$ cat src/include/mss_defs.svh
`ifndef MSS_DEFS_SVH
`define MSS_DEFS_SVH

// Register byte offsets
`define MSS_OFS_CTRL 12'h000
`define MSS_OFS_STEP 12'h004
`define MSS_OFS_MASTER 12'h008
`define MSS_OFS_MLEN 12'h00c
`define MSS_OFS_LOAD 12'h010
`define MSS_OFS_MTLEN 12'h014
`define MSS_OFS_XTLEN 12'h018
`define MSS_PAGE_MTXT 4'h1
`define MSS_PAGE_XTXT 4'h2

// Control fields
`define MSS_CTRL_W 7
`define MSS_BIT_MATCH_EN 0
`define MSS_BIT_DIR 1
`define MSS_BIT_SEQ_NOREAD 2
`define MSS_BIT_SEQ_MISMATCH 3
`define MSS_BIT_MSUB_EN 4
`define MSS_BIT_XSUB_EN 5
`define MSS_BIT_CAP_EN 6
`define MSS_CTRL_RST 7'h04

// Step interval
`define MSS_STEP_MIN 16'h0001
`define MSS_STEP_MAX 16'h8000
`define MSS_STEP_RST 16'h0001

// Substitution texts
`define MSS_TXT_DEPTH 64
`define MSS_MTXT_INIT 64'h0000004d41544348
`define MSS_MTXT_LEN 7'h05
`define MSS_XTXT_INIT 64'h4d49534d41544348
`define MSS_XTXT_LEN 7'h08

// Master defaults
`define MSS_MASTER_RST 32'h00000000
`define MSS_MLEN_RST 4'h3
`define MSS_NUM_SLOTS 1

// Capture input hold time
`define MSS_HOLD_MS 10
`define MSS_CLK_HZ 20000000
`define MSS_HOLD_CYC ((`MSS_HOLD_MS * `MSS_CLK_HZ + 999) / 1000)

`endif

$ cat src/include/mss_pkg.sv
package mss_pkg;
	// Capture input qualifier, Gray along idle -> count -> fired
	typedef enum logic [1:0] {
		MSS_DB_IDLE = 2'b00,
		MSS_DB_COUNT = 2'b01,
		MSS_DB_FIRED = 2'b11
	} mss_db_state_t;

	// Which text leaves with a result
	typedef enum logic [1:0] {
		MSS_OUT_DECODED = 2'b00,
		MSS_OUT_MATCH_TXT = 2'b01,
		MSS_OUT_MISMATCH_TXT = 2'b10
	} mss_out_t;
endpackage

$ cat src/hw/mss_sequencer.sv
// Local design decisions: the plain strobed port and the register addresses.
`include "mss_defs.svh"
// Summary of operation
// - Step interval 1..32768, reset 1, added to or subtracted from master.
// - Master is fixed-digit decimal, wraps both ways, never negative.
// - Match in increment mode advances master by step; mismatch holds it otherwise.
// - Match substitution enabled with matching active sends match text; default off.
// - Match text up to 64 characters, reset to MATCH.
// - Mismatch substitution enabled with matching active sends mismatch text; default off.
// - Mismatch text up to 64 characters, reset to MISMATCH.
// - Capture input acts only when matching and capture feature enabled.
// - After a load request, next good read loads master slots from slot 1.
// - Load status gives next slot to load; 0 means idle.
// - Host or input request sets status to slot 1 unless a slot loads in the same cycle; cleared after last slot.
// - Direction 0 counts up (default), 1 counts down.
// - Sequence on no-read (default on) steps master on a no-read.
// - Mismatch steps only after a match unless sequence on mismatch set.
module mss_sequencer
	import mss_pkg::*;
#(
	parameter int MAX_DIGITS = 8,
	parameter int NUM_SLOTS = `MSS_NUM_SLOTS,
	parameter int HOLD_CYC = `MSS_HOLD_CYC
) (
	// Clock and reset
	input wire logic SYS_CLK,
	input wire logic RESET,
	// Register port
	input wire logic [11:0] ADDR,
	input wire logic [31:0] WDATA,
	input wire logic WR,
	input wire logic RD,
	output logic [31:0] RDATA,
	// Capture input
	input wire logic NEW_MASTER_IN,
	// Decoder results
	input wire logic DEC_VALID,
	input wire logic DEC_GOOD,
	input wire logic DEC_NUMERIC,
	input wire logic [3:0] DEC_LEN,
	input wire logic [4*MAX_DIGITS-1:0] DEC_DIGITS,
	// Results
	output logic RES_VALID,
	output logic RES_MATCH,
	output mss_pkg::mss_out_t RES_SUBST,
	output logic [4*MAX_DIGITS-1:0] RES_MASTER,
	output logic [7:0] LOAD_STATUS
);
	import mss_pkg::*;
	localparam int W = 4 * MAX_DIGITS;
	localparam int CW = $clog2(HOLD_CYC + 1);
	localparam int TD = `MSS_TXT_DEPTH;

	function automatic logic [7:0] init_char(logic [63:0] s, int len, int i);
		init_char = (i < len) ? 8'(s >> (8 * (len - 1 - i))) : 8'h00;
	endfunction

	////////////////////////////////////////////////////////////////////////
	logic [`MSS_CTRL_W-1:0] ctrl_reg, ctrl_next;
	logic [15:0] step_reg, step_next;
	logic [W-1:0] master_reg, master_next;
	logic [3:0] mlen_reg, mlen_next;
	logic [7:0] status_reg, status_next;
	logic prev_match_reg, prev_match_next;
	logic [7:0] mtxt_reg [TD], mtxt_next [TD];
	logic [7:0] xtxt_reg [TD], xtxt_next [TD];
	logic [6:0] mtlen_reg, mtlen_next, xtlen_reg, xtlen_next;
	logic [31:0] rdata_reg, rdata_next;
	logic res_valid_reg, res_valid_next, res_match_reg, res_match_next;
	mss_out_t res_subst_reg, res_subst_next;
	logic [W-1:0] res_master_reg, res_master_next;
	mss_db_state_t db_reg, db_next;
	logic [CW-1:0] cnt_reg, cnt_next;

	logic match_en, dir_down, seq_noread, seq_mm, msub_en, xsub_en, cap_en;
	assign match_en = ctrl_reg[`MSS_BIT_MATCH_EN];
	assign dir_down = ctrl_reg[`MSS_BIT_DIR];
	assign seq_noread = ctrl_reg[`MSS_BIT_SEQ_NOREAD];
	assign seq_mm = ctrl_reg[`MSS_BIT_SEQ_MISMATCH];
	assign msub_en = ctrl_reg[`MSS_BIT_MSUB_EN];
	assign xsub_en = ctrl_reg[`MSS_BIT_XSUB_EN];
	assign cap_en = ctrl_reg[`MSS_BIT_CAP_EN];

	////////////////////////////////////////////////////////////////////////
	// Step arithmetic on the active digits only
	logic [W-1:0] dmask, step_bcd, step_sum, raw_sum;
	logic [19:0] step5;
	for (genvar g = 0; g < MAX_DIGITS; g++) begin : g_mask
		assign dmask[4*g+:4] = (g < int'(mlen_reg)) ? 4'hf : 4'h0;
	end

	mss_bin2bcd u_bin2bcd (
		.bin(step_reg),
		.bcd(step5)
	);
	assign step_bcd = {{(W-20){1'b0}}, step5} & dmask;

	mss_bcd_addsub #(.DIGITS(MAX_DIGITS)) u_addsub (
		.a(master_reg & dmask),
		.b(step_bcd),
		.sub(dir_down),
		.y(raw_sum)
	);
	// Carry beyond the top digit is dropped, so the count rolls over
	assign step_sum = raw_sum & dmask;

	////////////////////////////////////////////////////////////////////////
	// Capture input qualifier
	logic pin_fire, pin_req;
	always_comb begin
		db_next = db_reg;
		cnt_next = cnt_reg;
		pin_fire = 1'b0;
		unique case (db_reg)
			MSS_DB_IDLE: begin
				cnt_next = '0;
				if (NEW_MASTER_IN) begin
					db_next = MSS_DB_COUNT;
				end
			end
			MSS_DB_COUNT: begin
				if (!NEW_MASTER_IN) begin
					db_next = MSS_DB_IDLE;
				end else if (cnt_reg == CW'(HOLD_CYC - 1)) begin
					db_next = MSS_DB_FIRED;
					pin_fire = 1'b1;
				end else begin
					cnt_next = cnt_reg + 1'b1;
				end
			end
			MSS_DB_FIRED: begin
				if (!NEW_MASTER_IN) begin
					db_next = MSS_DB_IDLE;
				end
			end
			default: db_next = MSS_DB_IDLE;
		endcase
	end
	assign pin_req = pin_fire & match_en & cap_en;

	////////////////////////////////////////////////////////////////////////
	// Register writes and sequencing
	logic host_req, loading, dec_match, active;
	assign host_req = WR && ADDR == `MSS_OFS_LOAD && WDATA[0];
	assign loading = status_reg != 8'h00;
	assign dec_match = DEC_GOOD && DEC_NUMERIC && DEC_LEN == mlen_reg
		&& (DEC_DIGITS & dmask) == (master_reg & dmask);
	assign active = DEC_VALID && match_en && !loading;

	always_comb begin
		ctrl_next = ctrl_reg;
		step_next = step_reg;
		master_next = master_reg;
		mlen_next = mlen_reg;
		status_next = status_reg;
		prev_match_next = prev_match_reg;
		mtxt_next = mtxt_reg;
		xtxt_next = xtxt_reg;
		mtlen_next = mtlen_reg;
		xtlen_next = xtlen_reg;
		res_valid_next = DEC_VALID;
		res_match_next = 1'b0;
		res_subst_next = MSS_OUT_DECODED;
		if (WR) begin
			if (ADDR == `MSS_OFS_CTRL) begin
				ctrl_next = WDATA[`MSS_CTRL_W-1:0];
			end
			if (ADDR == `MSS_OFS_STEP && WDATA[31:16] == 16'h0000
				&& WDATA[15:0] >= `MSS_STEP_MIN && WDATA[15:0] <= `MSS_STEP_MAX) begin
				step_next = WDATA[15:0];
			end
			if (ADDR == `MSS_OFS_MASTER) begin
				master_next = WDATA[W-1:0];
			end
			if (ADDR == `MSS_OFS_MLEN && WDATA[3:0] != 4'h0 && int'(WDATA[3:0]) <= MAX_DIGITS) begin
				mlen_next = WDATA[3:0];
			end
			if (ADDR == `MSS_OFS_MTLEN && WDATA[6:0] <= 7'(TD)) begin
				mtlen_next = WDATA[6:0];
			end
			if (ADDR == `MSS_OFS_XTLEN && WDATA[6:0] <= 7'(TD)) begin
				xtlen_next = WDATA[6:0];
			end
			if (ADDR[11:8] == `MSS_PAGE_MTXT) begin
				mtxt_next[ADDR[7:2]] = WDATA[7:0];
			end
			if (ADDR[11:8] == `MSS_PAGE_XTXT) begin
				xtxt_next[ADDR[7:2]] = WDATA[7:0];
			end
		end
		if (host_req || pin_req) begin
			status_next = 8'h01;
		end
		if (DEC_VALID && loading && DEC_GOOD && DEC_NUMERIC
			&& DEC_LEN != 4'h0 && int'(DEC_LEN) <= MAX_DIGITS) begin
			master_next = DEC_DIGITS;
			mlen_next = DEC_LEN;
			prev_match_next = 1'b0;
			status_next = (status_reg == 8'(NUM_SLOTS)) ? 8'h00 : status_reg + 8'h01;
		end else if (active) begin
			if (!DEC_GOOD) begin
				if (seq_noread) begin
					master_next = step_sum;
				end
			end else if (dec_match) begin
				master_next = step_sum;
				prev_match_next = 1'b1;
				res_match_next = 1'b1;
				res_subst_next = msub_en ? MSS_OUT_MATCH_TXT : MSS_OUT_DECODED;
			end else begin
				if (seq_mm || prev_match_reg) begin
					master_next = step_sum;
				end
				prev_match_next = 1'b0;
				res_subst_next = xsub_en ? MSS_OUT_MISMATCH_TXT : MSS_OUT_DECODED;
			end
		end
		// Mask by the new count, so a load shows all of its own digits
		for (int g = 0; g < MAX_DIGITS; g++) begin
			res_master_next[4*g+:4] = (g < int'(mlen_next)) ? master_next[4*g+:4] : 4'h0;
		end
	end

	////////////////////////////////////////////////////////////////////////
	// Read port, data one cycle after the strobe
	always_comb begin
		rdata_next = 32'h00000000;
		if (RD) begin
			if (ADDR == `MSS_OFS_CTRL) begin
				rdata_next = {{(32-`MSS_CTRL_W){1'b0}}, ctrl_reg};
			end else if (ADDR == `MSS_OFS_STEP) begin
				rdata_next = {16'h0000, step_reg};
			end else if (ADDR == `MSS_OFS_MASTER) begin
				rdata_next = 32'(master_reg & dmask);
			end else if (ADDR == `MSS_OFS_MLEN) begin
				rdata_next = {28'h0000000, mlen_reg};
			end else if (ADDR == `MSS_OFS_LOAD) begin
				rdata_next = {24'h000000, status_reg};
			end else if (ADDR == `MSS_OFS_MTLEN) begin
				rdata_next = {25'h0000000, mtlen_reg};
			end else if (ADDR == `MSS_OFS_XTLEN) begin
				rdata_next = {25'h0000000, xtlen_reg};
			end else if (ADDR[11:8] == `MSS_PAGE_MTXT) begin
				rdata_next = {24'h000000, mtxt_reg[ADDR[7:2]]};
			end else if (ADDR[11:8] == `MSS_PAGE_XTXT) begin
				rdata_next = {24'h000000, xtxt_reg[ADDR[7:2]]};
			end
		end
	end

	////////////////////////////////////////////////////////////////////////
	always_ff @(posedge SYS_CLK or posedge RESET) begin
		if (RESET) begin
			ctrl_reg <= `MSS_CTRL_RST;
			step_reg <= `MSS_STEP_RST;
			master_reg <= W'(`MSS_MASTER_RST);
			mlen_reg <= `MSS_MLEN_RST;
			status_reg <= 8'h00;
			prev_match_reg <= 1'b0;
			for (int i = 0; i < TD; i++) begin
				mtxt_reg[i] <= init_char(`MSS_MTXT_INIT, `MSS_MTXT_LEN, i);
				xtxt_reg[i] <= init_char(`MSS_XTXT_INIT, `MSS_XTXT_LEN, i);
			end
			mtlen_reg <= `MSS_MTXT_LEN;
			xtlen_reg <= `MSS_XTXT_LEN;
			rdata_reg <= 32'h00000000;
			res_valid_reg <= 1'b0;
			res_match_reg <= 1'b0;
			res_subst_reg <= MSS_OUT_DECODED;
			res_master_reg <= '0;
			db_reg <= MSS_DB_IDLE;
			cnt_reg <= '0;
		end else begin
			ctrl_reg <= ctrl_next;
			step_reg <= step_next;
			master_reg <= master_next;
			mlen_reg <= mlen_next;
			status_reg <= status_next;
			prev_match_reg <= prev_match_next;
			mtxt_reg <= mtxt_next;
			xtxt_reg <= xtxt_next;
			mtlen_reg <= mtlen_next;
			xtlen_reg <= xtlen_next;
			rdata_reg <= rdata_next;
			res_valid_reg <= res_valid_next;
			res_match_reg <= res_match_next;
			res_subst_reg <= res_subst_next;
			res_master_reg <= res_master_next;
			db_reg <= db_next;
			cnt_reg <= cnt_next;
		end
	end

	assign RDATA = rdata_reg;
	assign RES_VALID = res_valid_reg;
	assign RES_MATCH = res_match_reg;
	assign RES_SUBST = res_subst_reg;
	assign RES_MASTER = res_master_reg;
	assign LOAD_STATUS = status_reg;
endmodule // mss_sequencer

$ cat src/hw/mss_bin2bcd.sv
module mss_bin2bcd (
	// Binary in
	input wire logic [15:0] bin,
	// Five BCD digits out
	output logic [19:0] bcd
);
	always_comb begin
		logic [35:0] sh;
		sh = {20'h00000, bin};
		for (int i = 0; i < 16; i++) begin
			for (int d = 0; d < 5; d++) begin
				if (sh[16 + 4 * d +: 4] > 4'h4) begin
					sh[16 + 4 * d +: 4] = sh[16 + 4 * d +: 4] + 4'h3;
				end
			end
			sh = {sh[34:0], 1'b0};
		end
		bcd = sh[35:16];
	end
endmodule // mss_bin2bcd

$ cat src/hw/mss_bcd_addsub.sv
module mss_bcd_addsub #(
	parameter int DIGITS = 8
) (
	// Operands
	input wire logic [4*DIGITS-1:0] a,
	input wire logic [4*DIGITS-1:0] b,
	input wire logic sub,
	// Result, carry out of the top digit dropped
	output logic [4*DIGITS-1:0] y
);
	logic [DIGITS:0] c;
	assign c[0] = 1'b0;

	for (genvar g = 0; g < DIGITS; g++) begin : g_digit
		logic [4:0] raw;
		assign raw = sub ? ({1'b0, a[4*g+:4]} - {1'b0, b[4*g+:4]} - {4'h0, c[g]})
			: ({1'b0, a[4*g+:4]} + {1'b0, b[4*g+:4]} + {4'h0, c[g]});
		assign c[g+1] = sub ? raw[4] : (raw > 5'd9);
		assign y[4*g+:4] = sub ? (raw[4] ? 4'(raw + 5'd10) : raw[3:0])
			: ((raw > 5'd9) ? 4'(raw - 5'd10) : raw[3:0]);
	end
endmodule // mss_bcd_addsub

$ cat config.mk
export PLATFORM = sky130hd
export DESIGN_NAME = mss_sequencer
export DESIGN_NICKNAME = d
export VERILOG_FILES = /design/src/include/mss_pkg.sv /design/src/hw/mss_sequencer.sv /design/src/hw/mss_bin2bcd.sv /design/src/hw/mss_bcd_addsub.sv
export VERILOG_INCLUDE_DIRS = /design/src /design/src/include
export SDC_FILE = /design/constraint.sdc
export NUM_CORES = 2
export LEC_CHECK = 0
export BUFFER_PORTS_ARGS = -buffer_cell sky130_fd_sc_hd__buf_4
export CAP_MARGIN = 40
export CORE_ASPECT_RATIO = 0.75
export CORE_MARGIN = 2
export CORE_UTILIZATION = 57
export DETAILED_ROUTE_END_ITERATION = 8
export PLACE_DENSITY = 0.71
export SETUP_SLACK_MARGIN = 0.15
export SYNTH_ARGS = -nofsm -noshare
export SYNTH_HDL_FRONTEND = slang
export SYNTH_SLANG_ARGS = --single-unit
$ cat constraint.sdc
create_clock -name SYS_CLK -period 90 [get_ports SYS_CLK]
set_input_delay 27 -clock SYS_CLK [delete_from_list [all_inputs] [get_ports SYS_CLK]]
set_output_delay 27 -clock SYS_CLK [all_outputs]
set_load 0.02 [all_outputs]
==> flow_metrics.tcl <==
set metrics [dict create \
    vias 44200 \
    drive_gt1_share_pct 34.3 \
    drt-pass1-iter-count 9 \
    fin_worst_skew_ns 0.0474 \
    finish.utilization_pct 63.6 \
    arrival_ns 31.50 \
    clkTransAtPathRegs_ns 0.06 \
    power.share.sequential_pct 41.5 \
    routabilityCongestion 0.930 \
    hold_buffers 0 \
    clock-root-buffer "clkbuf_16" \
    synth-seq-area-share_pct 47.1 \
    grt_usage_pct 30.4 \
    crit_family "buffers and inverters" \
    worst-path-buf-inv 4 \
    wirelength_um 174000 \
    grt_pass1_wl_um 269000 \
    critPathSlowestCell "a2111oi_0" \
    synthFlopType "dfrtp_1" \
    clk-insertion-delay-late_ns 0.75 \
    power.density_nw_per_um2 19.8 \
    portBuffers 163 \
    clock-sinks 1194 \
    p_sw_mw 0.427 \
    synthCells 5205 \
    synth_area_um2 63600 \
    num_rows 106 \
    dieArea_um2 114000 \
    path_max_fanout 93 \
    dr_wl_met2_um 76200 \
    avgSynthCellArea_um2 12.2 \
    postCtsSetupBuffers 0 \
    crit_path_start_kind "primary input" \
    antenna_found_initial 2 \
    syn-num-nets 5437 \
    hp-class "reg2reg" \
    overflow 0 \
    cts_tree "yes" \
    slowest_delay_ns 0.83 \
    comb_power_share_pct 21.5 \
    synth_cell_type_count 114 \
    drc 0 \
    htreeDepth 3 \
    synthToLayoutAreaGrowth_pct 11.0 \
    tightestPinTransition_ns 1.05 \
    min_period_over_period_pct 34.3 \
    initial_utilization_pct 57.3 \
    clock_path_buffers 3 \
    max_slew_margin_pct 29.5 \
    ys_ff_latch 1194 \
    max-vdd-ir-drop_mv 0.0164 \
    yosys_warnings 0 \
    wl_met3_um 14100 \
    cp-end-kind "flop" \
    switching_share_pct 30.6 \
    drt.antenna.violating_nets 0 \
    max_freq_mhz 32.4 \
    required_ns 90.60 \
    die_w_um 390 \
    hpwl_um 115000 \
    top_layer "met4" \
    status "complete, no violations" \
    layout.nets 5479 \
    clkPwrFrac_pct 37.0 \
    cts_resized 0 \
    fin_tns_setup_ns 0 \
    grt_max_degree 185 \
    m1WireLength_um 78000 \
    dr.first_iter.drc_count 4272 \
    cts_made_buffers 112 \
    core_um2 111000 \
    grt_pass1_vias 43600 \
    synth_edf_count 0 \
    hold_viol 0 \
    final_max_slew_viol_count 0 \
    p_int_mw 0.968 \
    period_needed_ns 30.90 \
    setup_viol 0 \
    die_h_um 293 \
    max_cap_violations 0 \
    worstPathCellList "buf_8 > buf_4 > buf_16 > buf_12 > mux4_2 > mux2i_1 > o22ai_1 > a2111oi_0 > o21ai_0 > a31o_2 > o221ai_1 > a21boi_0" \
    fillCellCount 8322 \
    multi_input_area_um2 31900 \
    drt-wirelength-per-cell_um 25.5 \
    pin_count 164 \
    worstSetupPathType "in2reg" \
    rsz0062_at_grt "false" \
    synthArstFlopShare_pct 100 \
    routed_via_density 6.50 \
    p_leak_nw 33.3 \
    seq_area_um2 29900 \
]
==> cell type report <==
class                      instances  share of cell area (%)
multi-input combinational       3550                    45.2
tap                             1458                    2.59
clock inverter                    54                    1.13
timing repair buffer             259                    3.31
inverter                         130                   0.706
clock buffer                     157                    4.60
sequential                      1194                    42.4
antenna                            2                 0.00709
==> power by group through the flow <==
stage                     Sequential [mW]  Combinational (mW)  Clock [mW]
after floorplan                     0.590               0.199           0
after global placement              0.588               0.283           0
after CTS                           0.579               0.295       0.521
final                               0.579               0.300       0.516
after global routing                0.581               0.331       0.542
after detailed placement            0.588               0.292           0
==> through the flow <==
| step | std cells | power [mW] | worst slack [ns] | hold slack [ns] | cell area (um^2) |
|---|---|---|---|---|---|
| 2_1_floorplan | 5205 | 0.789 | 29.44 | 0.445 | 63600 |
| 3_3_place_gp | 6561 | 0.870 | 58.26 | 0.456 | 65900 |
| 3_5_place_dp | 6589 | 0.880 | 58.41 | 0.465 | 66500 |
| 4_1_cts | 6800 | 1.39 | 59.19 | 0.480 | 70500 |
| 5_1_grt | 6803 | 1.45 | 57.82 | 0.496 | 70600 |
| 6_report | 6804 | 1.40 | 59.10 | 0.479 | 70600 |
==> tightest hold or removal path, cell delays in order, from the launching register on <==
cell and delay, ns:
dfstp_2 0.37, nand2_1 0.04, o21ai_0 0.06
==> worst paths after layout <==
check,startpoint,to,slack (ns),depth (start not counted)
max in group asynchronous,RESET,xtxt_reg[368],61.14,8
hold reg to reg,mtxt_reg[510],mtxt_reg[510],0.48,2
setup / recovery,ADDR[2],RDATA[2],59.10,12
min in group asynchronous,RESET,mtxt_reg[210],26.41,2
hold / removal,mtxt_reg[510],mtxt_reg[510],0.48,2
setup reg to reg,step_reg[13],RES_MASTER[29],60.17,129
==> per-layer routing <==
metal / global-route usage, % / vias up
met5: 0 / -
met4: 8.88 / 0
met3: 6.02 / 302
met2: 44.3 / 1733
met1: 46.4 / 23000
li1: - / 19200
==> cell usage in the layout, fill, tap and decap left out, types with 16 or more instances in the layout <==
cell type / n
dfrtp_1: 1147
mux2_2: 963
nand2_1: 476
mux4_2: 294
nor2_1: 288
o21ai_0: 239
buf_4: 228
a21oi_1: 136
ha_1: 127
inv_1: 122
clkbuf_16: 113
mux2i_1: 87
nor3_1: 78
xnor2_1: 68
nand3_1: 64
dfstp_2: 46
o22ai_1: 45
a31oi_1: 43
and2_1: 41
xor2_1: 38
nor2b_1: 34
nand2b_1: 33
a211oi_1: 28
nor4_1: 27
clkbuf_8: 25
clkinv_2: 24
o211ai_1: 23
and3_1: 21
or3_1: 19
a21o_1: 19
o221ai_1: 19
clkbuf_1: 19
nand4_1: 17
fa_1: 17
o31ai_1: 16
==> synthesized netlist by cell type, drive strengths merged (8+ instances only) <==
library cell / n / area [um^2]
o31ai: 21 / 200
nand3: 64 / 320
and2: 43 / 269
dfstp: 46 / 1210
fa: 17 / 340
a32oi: 10 / 87.6
nand4: 18 / 119
xor2: 39 / 349
mux2i: 90 / 912
a21o: 19 / 143
or2: 17 / 106
a21oi: 138 / 706
nor2b: 34 / 213
o2111ai: 11 / 96.3
or3: 22 / 153
o22ai: 46 / 294
a21boi: 9 / 71.3
xnor2: 70 / 628
nor3: 82 / 420
nor3b: 11 / 82.6
buf: 61 / 277
mux2: 965 / 10900
a2111oi: 15 / 159
o221ai: 19 / 166
ha: 127 / 1590
clkbuf: 270 / 1010
a221oi: 11 / 109
and3: 22 / 143
mux4: 294 / 6620
inv: 128 / 480
a311oi: 15 / 144
o211ai: 24 / 185
a22oi: 12 / 95.1
nand2: 477 / 1790
nand2b: 33 / 206
nor4: 29 / 181
dfrtp: 1148 / 28700
a31oi: 44 / 282
a2bb2oi: 8 / 70.1
a211oi: 30 / 235
nor2: 293 / 1100
o21ai: 248 / 1250
o21a: 15 / 113
==> kinds of logic after synthesis <==
logic type / share of synthesized area, %
and+or+nand+nor: 8.39
xor gates and xnor gates: 1.57
muxes: 29.0
buffers and inverters: 2.80
adders and majority gates: 3.03
AOI/OAI and AO/OA: 8.17
DFF: 47.1
(Power assumes the default switching activity.)
